===== src/shared/ucd_pkg.sv =====
// Constants for the configuration descriptor source
package ucd_pkg;
    // Register byte offsets
    localparam logic [7:0] CTRL_OFF   = 8'h00;
    localparam logic [7:0] STAT_OFF   = 8'h04;
    localparam logic [7:0] CFG0_OFF   = 8'h08;
    localparam logic [7:0] CFG1_OFF   = 8'h0c;
    localparam logic [7:0] CFG2_OFF   = 8'h10;
    localparam logic [7:0] IF0_OFF    = 8'h14;
    localparam logic [7:0] IF1_OFF    = 8'h18;
    localparam logic [7:0] IF2_OFF    = 8'h1c;
    localparam logic [7:0] EPINT_OFF  = 8'h20;
    // Field positions
    localparam int CTRL_LOADED_BIT = 0;
    localparam int STAT_HS_BIT     = 0;
    localparam int STAT_PWR_BIT    = 1;
    localparam int STAT_WAKE_BIT   = 2;
    localparam int STAT_BUSY_BIT   = 3;
    localparam int STAT_STRAP_BIT  = 4;
    // Descriptor codes
    localparam logic [7:0] CFG_LEN    = 8'h09;
    localparam logic [7:0] CFG_TYPE   = 8'h02;
    localparam logic [15:0] TOTAL_LEN = 16'h0027;
    localparam logic [7:0] NUM_IF     = 8'h01;
    localparam logic [7:0] CFG_VALUE  = 8'h01;
    localparam logic [7:0] STR_NONE   = 8'h00;
    localparam logic [7:0] ATTR_DEF   = 8'ha0;
    localparam int ATTR_SELF_BIT      = 6;
    localparam int ATTR_WAKE_BIT      = 5;
    localparam logic [7:0] PWR_SELF   = 8'h01;
    localparam logic [7:0] PWR_BUS    = 8'hfa;
    localparam logic [7:0] IF_LEN     = 8'h09;
    localparam logic [7:0] IF_TYPE    = 8'h04;
    localparam logic [7:0] IF_NUM     = 8'h00;
    localparam logic [7:0] IF_ALT     = 8'h00;
    localparam logic [7:0] IF_NUM_EP  = 8'h03;
    localparam logic [7:0] IF_CLASS   = 8'hff;
    localparam logic [7:0] IF_SUB     = 8'h00;
    localparam logic [7:0] IF_PROTO   = 8'hff;
    localparam logic [7:0] EP_LEN     = 8'h07;
    localparam logic [7:0] EP_TYPE    = 8'h05;
    localparam logic [7:0] EP1_ADDR   = 8'h81;
    localparam logic [7:0] EP2_ADDR   = 8'h02;
    localparam logic [7:0] EP3_ADDR   = 8'h83;
    localparam logic [7:0] EP_BULK    = 8'h02;
    localparam logic [7:0] EP_INTR    = 8'h03;
    localparam logic [7:0] BULK_IVL   = 8'h00;
    localparam logic [15:0] MPS_FS    = 16'd64;
    localparam logic [15:0] MPS_HS    = 16'd512;
    localparam logic [15:0] MPS_INT   = 16'h0010;
    localparam logic [7:0] IVL_HS_DEF = 8'h04;
    localparam logic [7:0] IVL_FS_DEF = 8'h01;
    // Start of each descriptor in the response
    localparam logic [5:0] IF_BASE    = 6'd9;
    localparam logic [5:0] EP1_BASE   = 6'd18;
    localparam logic [5:0] EP2_BASE   = 6'd25;
    localparam logic [5:0] EP3_BASE   = 6'd32;
    // Reset values of stored copies, descriptor byte order
    localparam logic [31:0] CFG0_RST  = 32'h0027_0209;
    localparam logic [31:0] CFG1_RST  = 32'ha000_0101;
    localparam logic [31:0] CFG2_RST  = 32'h0000_00fa;
    localparam logic [31:0] IF0_RST   = 32'h0000_0409;
    localparam logic [31:0] IF1_RST   = 32'hff00_ff03;
    localparam logic [31:0] IF2_RST   = 32'h0000_0000;
    localparam logic [31:0] EPINT_RST = 32'h0000_0401;
    // Strap settle cycles before capture
    localparam logic [1:0] STRAP_WAIT = 2'd3;
    typedef enum logic [0:0] {ST_IDLE, ST_SEND} ucd_state_e;
endpackage


===== src/ucd_config_source.sv =====
// Configuration, interface and endpoint descriptor source with APB access
`timescale 1ns/1ps

// Functional notes
// - Configuration fields other than the type come from the stored copy once loaded, identical for both speeds.
// - The type byte of the configuration descriptor is always the fixed code 02h.
// - Length 9, total length 39, one interface and configuration value one.
// - Attributes default to A0h, adjusted by the power and wakeup straps.
// - Max power defaults to 01h when self powered and FAh when bus powered.
// - Configuration string index is stored, defaulting to zero.
// - Interface 0 header is stored, default length 9, type 04h, number 0, alternate 0, three endpoints.
// - Interface string, class, subclass and protocol are stored, default 0, FFh, 0, FFh.
// - Endpoint 1 is fixed: length 7, type 05h, address 81h, bulk, interval 0.
// - Endpoint 1 max packet is 64 at full speed and 512 at high speed.
// - Endpoint 2 is fixed: length 7, type 05h, address 02h, bulk, interval 0.
// - Endpoint 2 max packet is 64 at full speed and 512 at high speed.
// - Endpoint 3: length 7, type 05h, address 83h, interrupt, max packet 16.
// - Only the endpoint 3 interval is stored, one value per speed chosen by speed.
// - Without stored values the interval is 04h at high speed and 01h at full speed.
module ucd_config_source (
    // Clock and reset
    input  wire logic        mclk,
    input  wire logic        reset_n,
    // APB slave
    input  wire logic        psel,
    input  wire logic        penable,
    input  wire logic        pwrite,
    input  wire logic [7:0]  paddr,
    input  wire logic [31:0] pwdata,
    output logic      [31:0] prdata,
    output logic             pready,
    output logic             pslverr,
    // Straps and speed
    input  wire logic        powerSourceStrap,
    input  wire logic        remoteWakeupStrap,
    input  wire logic        highSpeed,
    // Descriptor request
    input  wire logic        reqValid,
    input  wire logic [15:0] reqLength,
    output logic             reqReady,
    // Descriptor byte stream
    output logic             txValid,
    output logic [7:0]       txData,
    output logic             txLast,
    input  wire logic        txReady
);

    ////////////////////////////////////////////////////////////////////
    logic        loaded_reg;
    logic [31:0] cfg0_reg;
    logic [31:0] cfg1_reg;
    logic [31:0] cfg2_reg;
    logic [31:0] if0_reg;
    logic [31:0] if1_reg;
    logic [31:0] if2_reg;
    logic [31:0] epInt_reg;
    logic [2:0]  pwrSync_reg;
    logic [2:0]  wakeSync_reg;
    logic        pwrFilt_reg;
    logic        wakeFilt_reg;
    logic        selfPowered_reg;
    logic        wakeEnable_reg;
    logic        strapDone_reg;
    logic [1:0]  strapCnt_reg;
    ucd_pkg::ucd_state_e state_reg;
    logic [5:0]  index_reg;
    logic [5:0]  lastIdx_reg;
    logic [5:0]  index_next;
    logic        apbSetup;
    logic        apbWrite;
    logic        mapped;
    logic        fire;
    logic [7:0]  attrDef;
    logic [7:0]  powerDef;
    logic [7:0]  byteAt;

    ////////////////////////////////////////////////////////////////////
    // APB decode, zero wait states
    assign apbSetup = psel && !penable;
    assign apbWrite = psel && penable && pwrite && mapped;
    assign pready   = 1'b1;

    always_comb begin
        case (paddr)
            ucd_pkg::CTRL_OFF, ucd_pkg::STAT_OFF, ucd_pkg::CFG0_OFF,
            ucd_pkg::CFG1_OFF, ucd_pkg::CFG2_OFF, ucd_pkg::IF0_OFF,
            ucd_pkg::IF1_OFF, ucd_pkg::IF2_OFF,
            ucd_pkg::EPINT_OFF: mapped = 1'b1;
            default: mapped = 1'b0;
        endcase
    end

    assign pslverr = psel && penable && !mapped;

    always_ff @(posedge mclk or negedge reset_n) begin
        if (!reset_n) begin
            loaded_reg <= 1'b0;
            cfg0_reg   <= ucd_pkg::CFG0_RST;
            cfg1_reg   <= ucd_pkg::CFG1_RST;
            cfg2_reg   <= ucd_pkg::CFG2_RST;
            if0_reg    <= ucd_pkg::IF0_RST;
            if1_reg    <= ucd_pkg::IF1_RST;
            if2_reg    <= ucd_pkg::IF2_RST;
            epInt_reg  <= ucd_pkg::EPINT_RST;
        end else if (apbWrite) begin
            case (paddr)
                ucd_pkg::CTRL_OFF:  loaded_reg <= pwdata[ucd_pkg::CTRL_LOADED_BIT];
                ucd_pkg::CFG0_OFF:  cfg0_reg   <= pwdata;
                ucd_pkg::CFG1_OFF:  cfg1_reg   <= pwdata;
                ucd_pkg::CFG2_OFF:  cfg2_reg   <= {24'h0, pwdata[7:0]};
                ucd_pkg::IF0_OFF:   if0_reg    <= pwdata;
                ucd_pkg::IF1_OFF:   if1_reg    <= pwdata;
                ucd_pkg::IF2_OFF:   if2_reg    <= {24'h0, pwdata[7:0]};
                ucd_pkg::EPINT_OFF: epInt_reg  <= {16'h0, pwdata[15:0]};
                default: loaded_reg <= loaded_reg;
            endcase
        end
    end

    // Read data captured in the setup cycle
    always_ff @(posedge mclk or negedge reset_n) begin
        if (!reset_n) begin
            prdata <= 32'h0;
        end else if (apbSetup) begin
            case (paddr)
                ucd_pkg::CTRL_OFF:  prdata <= {31'h0, loaded_reg};
                ucd_pkg::STAT_OFF:  prdata <= {27'h0, strapDone_reg,
                                               state_reg == ucd_pkg::ST_SEND,
                                               wakeEnable_reg, selfPowered_reg,
                                               highSpeed};
                ucd_pkg::CFG0_OFF:  prdata <= cfg0_reg;
                ucd_pkg::CFG1_OFF:  prdata <= cfg1_reg;
                ucd_pkg::CFG2_OFF:  prdata <= cfg2_reg;
                ucd_pkg::IF0_OFF:   prdata <= if0_reg;
                ucd_pkg::IF1_OFF:   prdata <= if1_reg;
                ucd_pkg::IF2_OFF:   prdata <= if2_reg;
                ucd_pkg::EPINT_OFF: prdata <= epInt_reg;
                default:            prdata <= 32'h0;
            endcase
        end
    end

    ////////////////////////////////////////////////////////////////////
    // Strap synchronisers; a change counts once stages two and three agree
    always_ff @(posedge mclk or negedge reset_n) begin
        if (!reset_n) begin
            pwrSync_reg  <= 3'h0;
            wakeSync_reg <= 3'h0;
            pwrFilt_reg  <= 1'b0;
            wakeFilt_reg <= 1'b0;
        end else begin
            pwrSync_reg  <= {pwrSync_reg[1:0], powerSourceStrap};
            wakeSync_reg <= {wakeSync_reg[1:0], remoteWakeupStrap};
            if (pwrSync_reg[1] == pwrSync_reg[2]) begin
                pwrFilt_reg <= pwrSync_reg[2];
            end
            if (wakeSync_reg[1] == wakeSync_reg[2]) begin
                wakeFilt_reg <= wakeSync_reg[2];
            end
        end
    end

    // Straps caught once after reset release, then held
    always_ff @(posedge mclk or negedge reset_n) begin
        if (!reset_n) begin
            strapCnt_reg    <= 2'h0;
            strapDone_reg   <= 1'b0;
            selfPowered_reg <= 1'b0;
            wakeEnable_reg  <= 1'b1;
        end else if (!strapDone_reg) begin
            if (strapCnt_reg == ucd_pkg::STRAP_WAIT) begin
                strapDone_reg   <= 1'b1;
                // Filter's next value; the filter itself settles one cycle later
                selfPowered_reg <= (pwrSync_reg[1] == pwrSync_reg[2]) ? pwrSync_reg[2] : pwrFilt_reg;
                wakeEnable_reg  <= (wakeSync_reg[1] == wakeSync_reg[2]) ? wakeSync_reg[2] : wakeFilt_reg;
            end else begin
                strapCnt_reg <= strapCnt_reg + 2'h1;
            end
        end
    end

    ////////////////////////////////////////////////////////////////////
    // Strap-dependent defaults
    always_comb begin
        attrDef = ucd_pkg::ATTR_DEF;
        attrDef[ucd_pkg::ATTR_SELF_BIT] = selfPowered_reg;
        attrDef[ucd_pkg::ATTR_WAKE_BIT] = wakeEnable_reg;
        powerDef = selfPowered_reg ? ucd_pkg::PWR_SELF : ucd_pkg::PWR_BUS;
    end

    ////////////////////////////////////////////////////////////////////
    // Byte of the combined response at a given position
    function automatic logic [7:0] pick(input logic [31:0] w, input logic [1:0] b);
        pick = w[8*b +: 8];
    endfunction

    always_comb begin
        logic [15:0] mps;
        logic [5:0]  rel;
        logic [7:0]  ivl;
        mps = highSpeed ? ucd_pkg::MPS_HS : ucd_pkg::MPS_FS;
        ivl = highSpeed ? epInt_reg[15:8] : epInt_reg[7:0];
        if (!loaded_reg) begin
            ivl = highSpeed ? ucd_pkg::IVL_HS_DEF : ucd_pkg::IVL_FS_DEF;
        end
        rel = 6'h0;
        byteAt = 8'h0;
        if (index_reg < ucd_pkg::IF_BASE) begin
            // Stored copy, once loaded, used at either speed for all but the type byte
            case (index_reg)
                6'd0: byteAt = loaded_reg ? pick(cfg0_reg, 2'd0) : ucd_pkg::CFG_LEN;
                6'd1: byteAt = ucd_pkg::CFG_TYPE;
                6'd2: byteAt = loaded_reg ? pick(cfg0_reg, 2'd2) : ucd_pkg::TOTAL_LEN[7:0];
                6'd3: byteAt = loaded_reg ? pick(cfg0_reg, 2'd3) : ucd_pkg::TOTAL_LEN[15:8];
                6'd4: byteAt = loaded_reg ? pick(cfg1_reg, 2'd0) : ucd_pkg::NUM_IF;
                6'd5: byteAt = loaded_reg ? pick(cfg1_reg, 2'd1) : ucd_pkg::CFG_VALUE;
                6'd6: byteAt = loaded_reg ? pick(cfg1_reg, 2'd2) : ucd_pkg::STR_NONE;
                6'd7: byteAt = loaded_reg ? pick(cfg1_reg, 2'd3) : attrDef;
                default: byteAt = loaded_reg ? pick(cfg2_reg, 2'd0) : powerDef;
            endcase
        end else if (index_reg < ucd_pkg::EP1_BASE) begin
            rel = index_reg - ucd_pkg::IF_BASE;
            case (rel)
                6'd0: byteAt = loaded_reg ? pick(if0_reg, 2'd0) : ucd_pkg::IF_LEN;
                6'd1: byteAt = loaded_reg ? pick(if0_reg, 2'd1) : ucd_pkg::IF_TYPE;
                6'd2: byteAt = loaded_reg ? pick(if0_reg, 2'd2) : ucd_pkg::IF_NUM;
                6'd3: byteAt = loaded_reg ? pick(if0_reg, 2'd3) : ucd_pkg::IF_ALT;
                6'd4: byteAt = loaded_reg ? pick(if1_reg, 2'd0) : ucd_pkg::IF_NUM_EP;
                6'd5: byteAt = loaded_reg ? pick(if1_reg, 2'd1) : ucd_pkg::IF_CLASS;
                6'd6: byteAt = loaded_reg ? pick(if1_reg, 2'd2) : ucd_pkg::IF_SUB;
                6'd7: byteAt = loaded_reg ? pick(if1_reg, 2'd3) : ucd_pkg::IF_PROTO;
                default: byteAt = loaded_reg ? pick(if2_reg, 2'd0) : ucd_pkg::STR_NONE;
            endcase
        end else begin
            // Endpoints share a layout; only address, type, size and interval differ
            if (index_reg < ucd_pkg::EP2_BASE) begin
                rel = index_reg - ucd_pkg::EP1_BASE;
            end else if (index_reg < ucd_pkg::EP3_BASE) begin
                rel = index_reg - ucd_pkg::EP2_BASE;
            end else begin
                rel = index_reg - ucd_pkg::EP3_BASE;
            end
            case (rel)
                6'd0: byteAt = ucd_pkg::EP_LEN;
                6'd1: byteAt = ucd_pkg::EP_TYPE;
                6'd2: byteAt = index_reg < ucd_pkg::EP2_BASE ? ucd_pkg::EP1_ADDR :
                               index_reg < ucd_pkg::EP3_BASE ? ucd_pkg::EP2_ADDR :
                               ucd_pkg::EP3_ADDR;
                6'd3: byteAt = index_reg < ucd_pkg::EP3_BASE ? ucd_pkg::EP_BULK :
                               ucd_pkg::EP_INTR;
                6'd4: byteAt = index_reg < ucd_pkg::EP3_BASE ? mps[7:0] :
                               ucd_pkg::MPS_INT[7:0];
                6'd5: byteAt = index_reg < ucd_pkg::EP3_BASE ? mps[15:8] :
                               ucd_pkg::MPS_INT[15:8];
                default: byteAt = index_reg < ucd_pkg::EP3_BASE ? ucd_pkg::BULK_IVL :
                                  ivl;
            endcase
        end
    end

    ////////////////////////////////////////////////////////////////////
    // Response sequencer
    assign reqReady = (state_reg == ucd_pkg::ST_IDLE);
    assign fire     = txValid && txReady;
    assign index_next = index_reg + 6'h1;

    always_ff @(posedge mclk or negedge reset_n) begin
        if (!reset_n) begin
            state_reg   <= ucd_pkg::ST_IDLE;
            index_reg   <= 6'h0;
            lastIdx_reg <= 6'h0;
        end else begin
            case (state_reg)
                ucd_pkg::ST_IDLE: begin
                    if (reqValid && reqLength != 16'h0) begin
                        state_reg <= ucd_pkg::ST_SEND;
                        index_reg <= 6'h0;
                        if (reqLength < ucd_pkg::TOTAL_LEN) begin
                            lastIdx_reg <= 6'(reqLength - 16'h1);
                        end else begin
                            lastIdx_reg <= 6'(ucd_pkg::TOTAL_LEN - 16'h1);
                        end
                    end
                end
                ucd_pkg::ST_SEND: begin
                    if (fire && txLast) begin
                        state_reg <= ucd_pkg::ST_IDLE;
                    end else if (!txValid || fire) begin
                        // Index runs one ahead of the byte on show
                        index_reg <= index_next;
                    end
                end
                default: state_reg <= ucd_pkg::ST_IDLE;
            endcase
        end
    end

    // Output byte register, loaded whenever the slot is empty or taken
    always_ff @(posedge mclk or negedge reset_n) begin
        if (!reset_n) begin
            txValid <= 1'b0;
            txData  <= 8'h0;
            txLast  <= 1'b0;
        end else if (state_reg == ucd_pkg::ST_SEND && (!txValid || fire)) begin
            if (fire && txLast) begin
                txValid <= 1'b0;
                txLast  <= 1'b0;
            end else begin
                txValid <= 1'b1;
                txData  <= byteAt;
                txLast  <= index_reg == lastIdx_reg;
            end
        end
    end

endmodule


===== config.mk =====
export PLATFORM = sky130hd
export DESIGN_NAME = ucd_config_source
export DESIGN_NICKNAME = d
export VERILOG_FILES = /design/src/shared/ucd_pkg.sv /design/src/ucd_config_source.sv
export SDC_FILE = /design/constraint.sdc
export NUM_CORES = 1
export LEC_CHECK = 0
export ABC_AREA = 1
export ABC_CLOCK_PERIOD_IN_PS = 2100
export BUFFER_PORTS_ARGS = -buffer_cell sky130_fd_sc_hd__buf_2
export CAP_MARGIN = 25
export CORE_ASPECT_RATIO = 0.5
export CORE_UTILIZATION = 56
export CTS_BUF_LIST = sky130_fd_sc_hd__clkbuf_2 sky130_fd_sc_hd__clkbuf_4 sky130_fd_sc_hd__clkbuf_8
export DETAILED_ROUTE_END_ITERATION = 10
export GPL_ROUTABILITY_DRIVEN = 0
export MAX_ROUTING_LAYER = met4
export PLACE_DENSITY_LB_ADDON = 0.05
export SLEW_MARGIN = 20
export SYNTH_ARGS = -nofsm -noshare
export SYNTH_HDL_FRONTEND = slang
export SYNTH_SLANG_ARGS = --single-unit

===== constraint.sdc =====
create_clock -name mclk -period 2.1 [get_ports mclk]
set_input_delay 0 -clock mclk [delete_from_list [all_inputs] [get_ports mclk]]
set_output_delay 0 -clock mclk [all_outputs]
set_load 0.05 [all_outputs]

[Yosys cells after proc, flatten, opt, wreduce, memory -nomap -nowiden]
Index checks and enable logic that the tools add are counted.
Operators by class
  add/subtract/negate cells: 7
  magnitude comparators: 5
  eq/ne operators: 34
  muxes and demuxes: 52
  bitwise gates (word level): 4
  reduce and logical (&&, ||, !) cells: 32
Operators with widths (count)
  $pmux 32 s9: 1
  $mux 8: 26
  $pmux 8 s8: 2
  $eq 6x3->1 const B: 10
  $mux 6: 8
  $pmux 8 s6: 1
  $eq 6x2->1 const B: 6
  $eq 8x5->1 const B: 4
  $reduce_and 2->1: 12
  $eq 6x1->1 const B: 3
  $logic_not 6->1: 3
  $eq 8x4->1 const B: 2
  $lt 16x6->1 const B: 1
  $reduce_bool 16->1: 1
  $lt 6x5->1 const B: 2
  $pmux 6 s2: 1
  $sub 6x5->6 const B: 2
  $mux 10: 1
  $logic_and 1x1->1: 9
  $mux 1: 9
  $reduce_or 9->1: 1
  $eq 8x3->1 const B: 1
  $eq 8x6->1 const B: 1
  $logic_not 8->1: 1
  19 further kinds: 26
Word-level totals
  flip-flop bits (word level): 229
  bits of input ports: 66
  logic and storage cells: 157

[Logic depth before layout (Yosys ltp)]
Gate-level depths: netlist of the first run.
  depth after elaboration: 9
  depth in mapped cells: 18
  gate-level depth less buffers: 17

[Least setup slack after synthesis of the first run]
No wires, ideal clock.
  path kind: register to register
  start: register index_reg[1]
  end: register txData[2]
  library setup time: 0.118 ns
  arrival: 2.095 ns
  data required time: 1.982 ns
  path slack: -0.113 ns
  cell stages (with the launch flop): 17
  buffers on the path: 0
  clock period less this slack: 2.213 ns
  cell sequence: dfrtp_1 -> clkinv_1 -> ha_1 -> nand2_1 -> nand2_2 -> nand2_2 -> nand2_1 -> nor2_2 -> nand2_2 -> nand2_2 -> nor2_4 -> nand3b_1 -> nand3_1 -> nand2_1 -> nand3_1 -> nand2_1 -> nand2_1
Between the ends
  longest elaborated chain between the ends: 9
RTL lines
  start: declaration: RTL line ucd_config_source.sv:66  | logic [5:0] index_reg;
  start signal: assignment: RTL line ucd_config_source.sv:290  | index_reg <= index_next;
  $sub 6x6->6, or another cell as far along: RTL line ucd_config_source.sv:241  | rel = index_reg - ucd_pkg::EP3_BASE;
  $mux 6: RTL line ucd_config_source.sv:238  | end else if (index_reg < ucd_pkg::EP3_BASE) begin
  $mux 6: RTL line ucd_config_source.sv:236  | if (index_reg < ucd_pkg::EP2_BASE) begin
  $mux 6: RTL line ucd_config_source.sv:221  | end else if (index_reg < ucd_pkg::EP1_BASE) begin
  $mux 6: RTL line ucd_config_source.sv:208  | if (index_reg < ucd_pkg::IF_BASE) begin
  $eq 6x3->1, or another cell as far along: RTL line ucd_config_source.sv:243  | case (rel)
  $pmux 8 s6: RTL line ucd_config_source.sv:243
  $mux 8: RTL line ucd_config_source.sv:221
  $mux 8 *: RTL line ucd_config_source.sv:208
  end signal: assignment: RTL line ucd_config_source.sv:310  | txData <= byteAt;
  end: declaration: RTL line ucd_config_source.sv:43  | output logic [7:0] txData,
Mark *: on every way between the ends. The rest lies on a longest branch, timed or not. The select of a mux whose other input is x is not followed.
A chain may end at the register's enable or synchronous reset.

[Worst setup path in the final report of the first run]
  start: register index_reg[1]
  end: register txData[0]
Between the ends
  longest elaborated chain between the ends: 9
RTL lines (RTL line)
  $sub 6x6->6, or another cell as far along: ucd_config_source.sv:241
  $mux 6: ucd_config_source.sv:238
  $mux 6: ucd_config_source.sv:236
  $mux 6: ucd_config_source.sv:221
  $mux 6: ucd_config_source.sv:208
  $eq 6x3->1, or another cell as far along: ucd_config_source.sv:243
  $pmux 8 s6: ucd_config_source.sv:243
  $mux 8: ucd_config_source.sv:221
  $mux 8 *: ucd_config_source.sv:208
Marked as above.

==> impl_metrics.yaml, run 1 <==
place:
  post_dp_cell_area_mm2: 0.0137
  worst_setup_timing_slack_at_the_placement_stage_ns: -0.219
  dp_hpwl_um: 32100
  count_of_input_and_output_buffers: 109
clocking:
  clk-insertion-delay-late_ns: 0.55
  cts_buffers: 34
  clk_root_buffer_cell: "sky130_fd_sc_hd__clkbuf_8"
  clk_transition_reported_paths_ns: 0.07
  cts_tree: "built"
  cts_max_path_buffers: 3
  cts_max_level: 2
  clock-sinks: 229
synth:
  synth_cell_type_count: 56
  postSynthRegisterBits: 229
  syn-mean-instance-area_um2: 8.34
  synth_edf_count: 0
  ys_async_sr_fraction_pct: 100
  mappedNetlistNets: 1539
  portion_of_the_post_synthesis_area_used_by_sequential_elements_pct: 47.4
  syn-instance-count: 1461
  ys_warn_count: 0
  postSynth.topFlopCell: "sky130_fd_sc_hd__dfrtp_1"
  synth_area_mm2: 0.0122
sta:
  timing.final.hold_violations: 11
  worst_pin_slew_ns: 0.584
  setup_viol_count_final: 8
  finalHoldWorstSlack_ns: -0.0248
  slew_viol_final: 0
  timing.setup.tns_ns: -1.37
  grt_setup_unrepaired: "true"
  finalCriticalPeriod_ns: 2.33
  final_min_period_over_clock_period_pct: 111
  final_critical_path_setup_slack_ns: -0.226
  timing.fmax_mhz: 430
  worst_slew_margin_rel_pct: 61.0
  final.setup_skew_ns: 0.0135
floorplanning:
  num_rows: 37
  die_y_um: 106
  placeableCoreArea_mm2: 0.0209
  area_of_the_die_mm2: 0.0224
  ios: 111
  die_width_um: 211
  floorplan.initialDensity_pct: 58.2
global_routing:
  vias_in_the_first_global_route: 11800
  total_congestion_overflow_after_global_routing: 0
  grt_start_max_net_pins: 65
  grt_first_pass_wirelength_um: 68200
  grt_antenna_before_repair: 2
  grt_util_all_layers_pct: 41.9
detailed_routing:
  ant_nets: 0
  drt-vias-per-instance: 6.07
  routed_wl_um: 45000
  drt-pass1-iter-count: 6
  route.detailed.wl_per_inst_um: 22.2
  first_iter_violations: 1967
  dr_total_vias: 12300
  drc: 0
critical_path:
  regToRegStartpoint: "index_reg[1]$_DFFE_PN0P_"
  worst_setup_path_end_kind: "register"
  cp.required_ns: 2.54
  path_common_cell: "sky130_fd_sc_hd__buf_4"
  cp_max_fo: 6
  critPathKind: "register to register"
  timing.reg2reg.worst_path_depth: 11
  register_to_register_path_setup_slack_ns: -0.23
  arrival_ns: 2.77
  crit_path_start_kind: "register"
  path_cells: "buf_4 -> buf_4 -> ha_4 -> nand4_1 -> buf_6 -> buf_4 -> o22ai_1 -> o21ai_1 -> nand4_1 -> a31oi_2 -> a21oi_2"
  critical_path.slowest_cell: "sky130_fd_sc_hd__dfrtp_2"
  worstReg2RegEnd: "txData[0]$_DFFE_PN0P_"
  slowest_delay_ns: 0.44
layout:
  final_common_cell: "sky130_fd_sc_hd__nand2_1"
  layout.cells.most_common_list: "sky130_fd_sc_hd__nand2_1 (275), sky130_fd_sc_hd__dfrtp_1 (184), sky130_fd_sc_hd__inv_1 (169), sky130_fd_sc_hd__o21ai_0 (165), sky130_fd_sc_hd__buf_2 (108)"
  n_fill_cell: 1590
  area_occupied_by_multi_input_gates_mm2: 0.00574
  syn_to_final_growth_pct: 27.3
  finish.instance_area_mm2: 0.0155
  final_nets: 1788
  drive_above_1_share_pct: 28.4
  seq_area_mm2: 0.00579
min_path:
  holdCritPathClass: "primary input to asynchronous set/reset pin"
run_status:
  run_status: "finished, violations left"
  violations: "negative hold slack, negative setup slack"
power:
  total_power_mw: 15.1
  p_leak_nw: 7.66
  peakVddDrop_mv: 1.08
  power_density_mw_per_mm2: 975
flow_run:
  cap_violations: 0
-- synthesized netlist by cell type (7+ instances only) --
master,n,area [µm²]
sky130_fd_sc_hd__nand2_1,292,1100
sky130_fd_sc_hd__dfrtp_1,188,4700
sky130_fd_sc_hd__o21ai_0,178,891
sky130_fd_sc_hd__inv_1,171,642
sky130_fd_sc_hd__nor2_1,83,312
sky130_fd_sc_hd__nand3_1,76,380
sky130_fd_sc_hd__o22ai_1,56,350
sky130_fd_sc_hd__mux2_2,46,518
sky130_fd_sc_hd__a21oi_1,45,225
sky130_fd_sc_hd__dfstp_2,41,1080
sky130_fd_sc_hd__clkbuf_1,30,113
sky130_fd_sc_hd__a221oi_1,25,219
sky130_fd_sc_hd__nand4_1,23,144
sky130_fd_sc_hd__nor3_1,19,95.1
sky130_fd_sc_hd__buf_2,18,90.1
sky130_fd_sc_hd__nor2_2,15,93.8
sky130_fd_sc_hd__ha_1,12,150
sky130_fd_sc_hd__a211oi_1,11,82.6
sky130_fd_sc_hd__inv_2,10,37.5
sky130_fd_sc_hd__nand2_2,10,62.6
sky130_fd_sc_hd__o21ai_1,9,45.0
sky130_fd_sc_hd__o31ai_1,8,60.1
sky130_fd_sc_hd__buf_4,7,52.6
-- final cells by class --
| class | count | share of cell area [%] |
|---|---|---|
| Clock inverter | 2 | 0.121 |
| Timing Repair Buffer | 279 | 13.8 |
| Clock buffer | 59 | 4.71 |
| Sequential cell | 229 | 37.3 |
| Multi-Input combinational cell | 977 | 37.0 |
| Inverter | 189 | 4.68 |
| Tap cell | 292 | 2.35 |
| Antenna cell | 2 | 0.0322 |
-- logic make-up (layout without fill, tap and decap cells) --
family	count (synthesis)	in the layout	share of synthesized area, %
and+or+nand+nor	546	546	20.2
AOI/OAI and AO/OA	357	357	17.1
buffers and inverters	255	529	8.60
DFF	229	229	47.4
muxes	50	50	4.62
adders and majority gates	14	14	1.40
xor gates and xnor gates	9	9	0.647
other	1	3	0.0308
-- routing by layer --
metal	vias to the layer above	share of wire [%]	global-route usage, %
li1	5424	-	-
met1	5852	41	58.2
met2	897	39	55.5
met3	143	16	16.1
met4	0	3.7	14.1
met5	-	0	-
-- report_power, final --
group	internal (mW)	total, mW	leakage, nW	switching [mW]
clock	2.19	4.04	0.397	1.84
sequential	4.62	4.84	2.55	0.219
combinational	2.32	6.25	4.71	3.93
-- critical path, delay by kind of cell (launching register included) --
kind / cells / cell delay [ns]
DFF: 1 / 0.44
buffers and inverters: 4 / 0.58
and+or+nand+nor: 2 / 0.39
AOI/OAI and AO/OA: 4 / 0.65
adders and majority gates: 1 / 0.17
-- metrics by stage --
stage | cells | util [%] | hold WS, ns
global route | 2029 | 74.2 | 0.0455
finish | 2029 | 74.2 | -0.0248
detailed placement | 1895 | 65.4 | -0.00363
global placement | 1895 | 65.4 | -0.0107
floorplan | 1461 | - | -0.296
CTS | 2016 | 72.9 | 0.0130
-- worst max-delay path by stage --
stage                             startpoint                     to  slack, ns
floorplan           index_reg[1]$_DFFE_PN0P_  txData[2]$_DFFE_PN0P_     -0.002
global placement    index_reg[1]$_DFFE_PN0P_  txData[6]$_DFFE_PN0P_      -0.15
detailed placement  index_reg[1]$_DFFE_PN0P_  txData[0]$_DFFE_PN0P_      -0.22
CTS                 index_reg[1]$_DFFE_PN0P_  txData[6]$_DFFE_PN0P_      -0.08
global route        index_reg[1]$_DFFE_PN0P_  txData[6]$_DFFE_PN0P_      -0.32
finish              index_reg[1]$_DFFE_PN0P_  txData[0]$_DFFE_PN0P_      -0.23
-- what timing repair did --
| action | 4_1_cts | 5_1_grt |
|---|---|---|
| setup endpoints to repair | 8 | 12 |
| cloned | 0 | 0 |
| gates resized for setup | 67 | 41 |
| hold buffers | 55 | 1 |
| pin swaps | 26 | 36 |
| setup buffers | 5 | 10 |
| endpoints found under the hold margin | 372 | 1 |
Note: power is estimated with default switching activity, not from simulation.
==> inputs of run 2 (changes only) <==
--- a/config.mk
+++ b/config.mk
@@ -14,8 +14,10 @@
 export CTS_BUF_LIST = sky130_fd_sc_hd__clkbuf_2 sky130_fd_sc_hd__clkbuf_4 sky130_fd_sc_hd__clkbuf_8
 export DETAILED_ROUTE_END_ITERATION = 10
 export GPL_ROUTABILITY_DRIVEN = 0
+export GPL_TIMING_DRIVEN = 0
 export MAX_ROUTING_LAYER = met4
 export PLACE_DENSITY_LB_ADDON = 0.05
+export SETUP_SLACK_MARGIN = 0.2
 export SLEW_MARGIN = 20
 export SYNTH_ARGS = -nofsm -noshare
 export SYNTH_HDL_FRONTEND = slang
==> run 2 against run 1 <==
The flow finishes with violations (design-rule violations, negative setup slack). Die area unchanged. Non-clock buffer count is 2 lower. Critical path type unchanged. Cell count decreased by 0.25%.
==> impl_metrics.yaml, run 2 (same netlist as run 1, synthesis figures left out) <==
run_status:
  run_status: "finished, violations left"
  violations: "design-rule violations, negative setup slack"
detailed_routing:
  drc: 4
  dr_total_vias: 12800
  ant_nets: 0
  drt-pass1-iter-count: 11
  drt-vias-per-instance: 6.32
  first_iter_violations: 2229
  route.detailed.wl_per_inst_um: 23.0
  routed_wl_um: 46500
power:
  total_power_mw: 14.3
  peakVddDrop_mv: 0.617
  p_leak_nw: 7.56
  power_density_mw_per_mm2: 934
critical_path:
  cp_max_fo: 10
  worst_setup_path_end_kind: "register"
  path_cells: "clkbuf_1 -> inv_1 -> buf_2 -> buf_4 -> o31ai_1 -> a211oi_1 -> nand3_1 -> a21oi_1 -> a21oi_2"
  crit_path_start_kind: "register"
  critical_path.top_delay_family: "buffers and inverters"
  cp.required_ns: 2.62
  arrival_ns: 3.01
  critPathKind: "register to register"
  slowest_delay_ns: 0.38
  crit_buf_inv: 4
  critical_path.slowest_cell: "sky130_fd_sc_hd__buf_2"
floorplanning:
  floorplan.initialDensity_pct: 58.2
  ios: 111
  area_of_the_die_mm2: 0.0224
  die_width_um: 211
  num_rows: 37
  die_y_um: 106
  placeableCoreArea_mm2: 0.0209
sta:
  slew_viol_final: 0
  final_min_period_over_clock_period_pct: 118
  worst_pin_slew_ns: 0.924
  final_critical_path_setup_slack_ns: -0.387
  timing.final.hold_violations: 0
  timing.setup.tns_ns: -2.55
  finalHoldWorstSlack_ns: 0.0230
  finalCriticalPeriod_ns: 2.49
  worst_slew_margin_rel_pct: 38.4
  grt_setup_unrepaired: "true"
  final.setup_skew_ns: 0.0239
  setup_viol_count_final: 8
  timing.fmax_mhz: 402
global_routing:
  total_congestion_overflow_after_global_routing: 0
  grt_start_max_net_pins: 83
  vias_in_the_first_global_route: 12100
  grt_antenna_before_repair: 1
  grt_first_pass_wirelength_um: 70200
  grt_util_all_layers_pct: 43.3
clocking:
  cts_buffers: 31
  clock-sinks: 229
  cts_max_level: 1
  clk_root_buffer_cell: "sky130_fd_sc_hd__clkbuf_8"
  cts_tree: "built"
  clk_transition_reported_paths_ns: 0.07
  clk-insertion-delay-late_ns: 0.64
  cts_max_path_buffers: 3
layout:
  n_fill_cell: 1645
  drive_above_1_share_pct: 26.7
  syn_to_final_growth_pct: 25.9
  finish.instance_area_mm2: 0.0153
  postLayoutCoreUtil_pct: 73.4
  final_nets: 1784
  layout.cells.most_common_list: "sky130_fd_sc_hd__nand2_1 (275), sky130_fd_sc_hd__dfrtp_1 (186), sky130_fd_sc_hd__inv_1 (169), sky130_fd_sc_hd__o21ai_0 (165), sky130_fd_sc_hd__buf_2 (126)"
  final_common_cell: "sky130_fd_sc_hd__nand2_1"
flow_run:
  cap_violations: 0
place:
  post_dp_cell_area_mm2: 0.0133
  dp_hpwl_um: 33200
  count_of_input_and_output_buffers: 109
min_path:
  holdCritPathClass: "primary input to register"
==> run 2: cell count changes in the layout (fill, tap and decap cells not counted), sizes merged <==
| cell | change |
|---|---|
| bufinv | +1 |
| clkinv | +8 |
| dlygate4sd3 | +6 |
| nand3 | +1 |
| buf | -39 |
| clkinvlp | -2 |
| clkbuf | +21 |
| diode | -1 |
==> run 2: cell type report <==
cell class | count | area, µm² | area share (%)
multi-input combinational | 978 | 5840 | 38.0
sequential | 229 | 5780 | 37.7
timing repair buffer | 211 | 1570 | 10.2
inverter | 189 | 733 | 4.78
clock buffer | 49 | 618 | 4.03
tap | 292 | 365 | 2.38
buffer | 66 | 360 | 2.35
clock inverter | 9 | 76.3 | 0.497
antenna | 1 | 2.50 | 0.0163
==> run 2: layer usage <==
layer / share of wire, % / track usage [%] / up-vias / routed length [µm]
li1: - / - / 5425 / -
met1: 40 / 59.5 / 6139 / 18500
met3: 17 / 19.1 / 232 / 7920
met5: 0 / - / - / 0
met4: 4.5 / 13.1 / 0 / 2070
met2: 39 / 57.0 / 987 / 18000
==> run 2: report_power, final <==
group | switching, mW | total (mW) | internal (mW)
registers | 0.158 | 4.78 | 4.62
clock network | 1.86 | 3.87 | 2.00
logic | 3.76 | 5.69 | 1.94
total | 5.78 | 14.3 | 8.56
==> run 2: final timing paths <==
path / start / endpoint / slack [ns] / cells after the start
setup / recovery: loaded_reg$_DFFE_PN0P_ / txData[5]$_DFFE_PN0P_ / -0.39 / 9
hold / removal: powerSourceStrap / pwrSync_reg[0]$_DFF_PN0_ / 0.02 / 2
setup reg to reg: loaded_reg$_DFFE_PN0P_ / txData[5]$_DFFE_PN0P_ / -0.39 / 9
hold reg to reg: pwrSync_reg[0]$_DFF_PN0_ / pwrSync_reg[1]$_DFF_PN0_ / 0.35 / 0
max in group asynchronous: reset_n / wakeEnable_reg$_DFFE_PN1P_ / 0.48 / 5
min in group asynchronous: reset_n / prdata[31]$_DFFE_PN0P_ / 0.41 / 3
==> run 2: through the flow <==
| stage | worst slack [ns] | instances |
|---|---|---|
| after detailed placement | -0.477 | 1864 |
| final | -0.387 | 2024 |
| after CTS | -0.199 | 2008 |
| after floorplan | 0.0863 | 1461 |
| after global routing | -0.399 | 2024 |
| after global placement | -3.21 | 1862 |
==> run 2: worst reg2reg max path: cells and delay by family, from the launching register on <==
kind,cells,cell delay (ns)
simple gates,1,0.16
compound gates,4,0.79
buf+inv,4,1.07
flops,1,0.36
==> run 2: repair_timing <==
action                                 in CTS  in global routing
gates cloned                                2                  0
pin swaps                                  34                 24
gates resized for setup                    60                 61
hold buffers                               61                  2
endpoints found under the hold margin     313                  1
setup buffers                              23                 14
setup endpoints to repair                  13                105
==> inputs of run 3 (changes only) <==
--- a/config.mk
+++ b/config.mk
@@ -5,7 +5,7 @@
 export SDC_FILE = /design/constraint.sdc
 export NUM_CORES = 1
 export LEC_CHECK = 0
-export ABC_AREA = 1
+export ABC_AREA = 0
 export ABC_CLOCK_PERIOD_IN_PS = 2100
 export BUFFER_PORTS_ARGS = -buffer_cell sky130_fd_sc_hd__buf_2
 export CAP_MARGIN = 25
@@ -18,6 +18,7 @@
 export MAX_ROUTING_LAYER = met4
 export PLACE_DENSITY_LB_ADDON = 0.05
 export SETUP_SLACK_MARGIN = 0.2
+export SKIP_LAST_GASP = 1
 export SLEW_MARGIN = 20
 export SYNTH_ARGS = -nofsm -noshare
 export SYNTH_HDL_FRONTEND = slang
==> run 3 against run 2 <==
Clock power hardly changed. The flow still finishes with violations (design-rule violations, negative setup slack). Synthesized cell count is 31% lower. Sequential share of layout area is 0.70 points higher. Highest routed layer unchanged.
==> impl_metrics.yaml, run 3 <==
power:
  p_leak_nw: 6.72
  share_comb_of_total_power_pct: 43.4
  share_clk_of_total_power_pct: 24.9
  seq_power_share_pct: 31.7
  peakVddDrop_mv: 0.955
  power_density_mw_per_mm2: 1030
  p_sw_mw: 6.00
  netSwitchingFraction_pct: 38.8
  cellInternalPower_mw: 9.45
  total_power_mw: 15.5
synth:
  synth.cells.most_frequent: "sky130_fd_sc_hd__dfrtp_1 (188), sky130_fd_sc_hd__mux2_2 (164), sky130_fd_sc_hd__nor2_1 (67)"
  syn-instance-count: 1012
  synthMuxAreaShare_pct: 17.0
  synth_area_mm2: 0.0117
  ys_async_sr_fraction_pct: 100
  dominant_combinational_cell_family_by_area_after_synthesis: "compound AO/OA/AOI/OAI gates"
  post_synth_xor_area_fraction_pct: 1.50
  syn-mean-instance-area_um2: 11.6
  mappedNetlistNets: 1090
  area_share_of_the_leading_cell_type_in_the_synthesized_netlist_pct: 40.2
  postSynth.topFlopCell: "sky130_fd_sc_hd__dfrtp_1"
  synth_edf_count: 0
  synth_area_leader_cell: "sky130_fd_sc_hd__dfrtp_1"
  synthSimpleGateAreaFrac_pct: 9.44
  ys_top_cells_by_area: "sky130_fd_sc_hd__dfrtp_1 (40%), sky130_fd_sc_hd__mux2_2 (16%), sky130_fd_sc_hd__dfstp_2 (9.2%), sky130_fd_sc_hd__a22oi_1 (3.4%), sky130_fd_sc_hd__a222oi_1 (2.6%)"
  ys_warn_count: 0
  portion_of_the_post_synthesis_area_used_by_sequential_elements_pct: 49.4
  synth_adder_area_share_pct: 1.46
  synth_compound_area_share_pct: 17.4
  postSynthRegisterBits: 229
  yosys.cell_count.top_type: "sky130_fd_sc_hd__dfrtp_1"
  synth_cell_type_count: 77
sta:
  worst_slew_margin_rel_pct: 32.5
  slew_viol_final: 0
  final.setup_skew_ns: 0.0112
  timing.fmax_mhz: 362
  timing.final.hold_violations: 0
  setup_viol_count_final: 8
  grt_setup_unrepaired: "true"
  timing.setup.tns_ns: -4.59
  final_min_period_over_clock_period_pct: 132
  worst_pin_slew_ns: 1.01
  finalCriticalPeriod_ns: 2.76
  final_critical_path_setup_slack_ns: -0.664
place:
  worst_setup_timing_slack_at_the_placement_stage_ns: -1.03
  dp_hpwl_um: 30000
  count_of_input_and_output_buffers: 109
floorplanning:
  area_of_the_die_mm2: 0.0215
  floorplan.initialDensity_pct: 58.6
  num_rows: 36
  ios: 111
  die_y_um: 104
  die_width_um: 206
  placeableCoreArea_mm2: 0.0200
clocking:
  clk-insertion-delay-late_ns: 0.61
  clk_transition_reported_paths_ns: 0.07
  cts_tree: "built"
  cts_max_level: 1
  cts_buffers: 31
  clk_root_buffer_cell: "sky130_fd_sc_hd__clkbuf_8"
  clock-sinks: 229
  cts_max_path_buffers: 3
critical_path:
  cp.required_ns: 2.59
  critPathKind: "register to register"
  critical_path.slowest_cell: "sky130_fd_sc_hd__dfrtp_2"
  path_cells: "clkbuf_16 -> inv_8 -> ha_4 -> xnor2_4 -> buf_12 -> mux2_4 -> a22oi_2 -> o221ai_1 -> a32oi_1 -> a41oi_2 -> o32a_1"
  arrival_ns: 3.25
  crit_path_start_kind: "register"
  cp_max_fo: 5
  worst_setup_path_end_kind: "register"
  slowest_delay_ns: 0.44
layout:
  layout.cells.most_common_list: "sky130_fd_sc_hd__dfrtp_1 (184), sky130_fd_sc_hd__mux2_2 (162), sky130_fd_sc_hd__buf_2 (117), sky130_fd_sc_hd__nor2_1 (62)"
  syn_to_final_growth_pct: 28.9
  final_nets: 1342
  drive_above_1_share_pct: 43.8
  final_common_cell: "sky130_fd_sc_hd__dfrtp_1"
global_routing:
  grt_util_all_layers_pct: 41.0
  grt_start_max_net_pins: 105
  grt_first_pass_wirelength_um: 62800
  grt_antenna_before_repair: 1
  vias_in_the_first_global_route: 10300
  total_congestion_overflow_after_global_routing: 0
detailed_routing:
  drc: 12
  first_iter_violations: 1952
  route.detailed.wl_per_inst_um: 27.7
  drt-vias-per-instance: 6.88
  routed_wl_um: 43100
  dr_total_vias: 10700
  drt-pass1-iter-count: 11
  ant_nets: 0
min_path:
  holdCritPathClass: "primary input to register"
run_status:
  violations: "design-rule violations, negative setup slack"
  run_status: "finished, violations left"
flow_run:
  cap_violations: 0
-- run 3: metal layers --
layer | global-route usage [%] | wire, µm
met5 | - | 0
met4 | 10.9 | 1820
met3 | 18.1 | 7010
met2 | 52.7 | 17000
met1 | 57.8 | 17300
-- run 3: path summary, 6_finish.rpt --
check                                          from                       end  slack [ns]  cells after the start
max reg2reg                index_reg[0]$_DFFE_PN0P_     txData[5]$_DFFE_PN0P_       -0.66                     11
min                                            psel  epInt_reg[4]$_DFFE_PN0P_        0.02                      4
max in group asynchronous                   reset_n  index_reg[2]$_DFFE_PN0P_        0.96                      4
min in group asynchronous                   reset_n    if1_reg[8]$_DFFE_PN1P_        0.57                      3
min reg2reg                pwrSync_reg[0]$_DFF_PN0_  pwrSync_reg[1]$_DFF_PN0_        0.35                      0
max                        index_reg[0]$_DFFE_PN0P_     txData[5]$_DFFE_PN0P_       -0.66                     11
-- run 3: cell type report --
| class | count | area (µm²) |
|---|---|---|
| Antenna cell | 1 | 2.50 |
| Clock inverter | 6 | 60.1 |
| Timing Repair Buffer | 219 | 1650 |
| Fill cell | 1350 | 4880 |
| Inverter | 12 | 67.6 |
| Multi-Input combinational cell | 696 | 5910 |
| Sequential cell | 229 | 5790 |
| Buffer | 75 | 606 |
| Clock buffer | 52 | 659 |
| Tap cell | 266 | 333 |
-- run 3: through the flow --
step / hold slack, ns / util, % / instances / area (µm²)
after CTS: 0.0182 / 73.8 / 1541 / 14700
after global placement: 0.108 / 64.0 / 1387 / 12800
after detailed placement: -0.0898 / 64.4 / 1389 / 12800
after global routing: 0.0245 / 75.6 / 1556 / 15100
final: 0.0247 / 75.6 / 1556 / 15100
after floorplan: -0.296 / - / 1012 / 11900
-- run 3: worst max-delay path: cells and delay by family (launching register included) --
family,cells,cell delay [ns]
mux,1,0.32
fa+ha+maj,1,0.17
compound gates,5,1.21
flops,1,0.44
buf+inv,3,0.38
xor+xnor,1,0.13
-- run 3: cell families (layout without fill, tap and decap cells) --
family | after synthesis | count (layout)
other | 1 | 2
AO/OA/AOI/OAI | 270 | 270
XOR/XNOR | 20 | 20
AND/OR/NAND/NOR | 213 | 213
multiplexers | 178 | 178
flip-flops | 229 | 229
adder cells (fa/ha/maj) | 14 | 14
buffers and inverters | 87 | 364
-- run 3: timing repair --
item	in CTS	in global routing
gates cloned	2	0
pin swaps	29	20
hold endpoints to repair	377	0
hold buffers	54	0
resized for setup	76	72
buffers inserted	38	15
setup endpoints to repair	59	145
-- run 3: power by group through the flow --
stage / combinational [mW] / clock (mW) / sequential [mW]
after global routing: 6.89 / 4.04 / 4.91
after CTS: 5.92 / 3.85 / 4.87
after global placement: 4.67 / 0 / 4.95
final: 6.71 / 3.85 / 4.90
after floorplan: 2.79 / 0 / 5.41
after detailed placement: 4.73 / 0 / 4.96
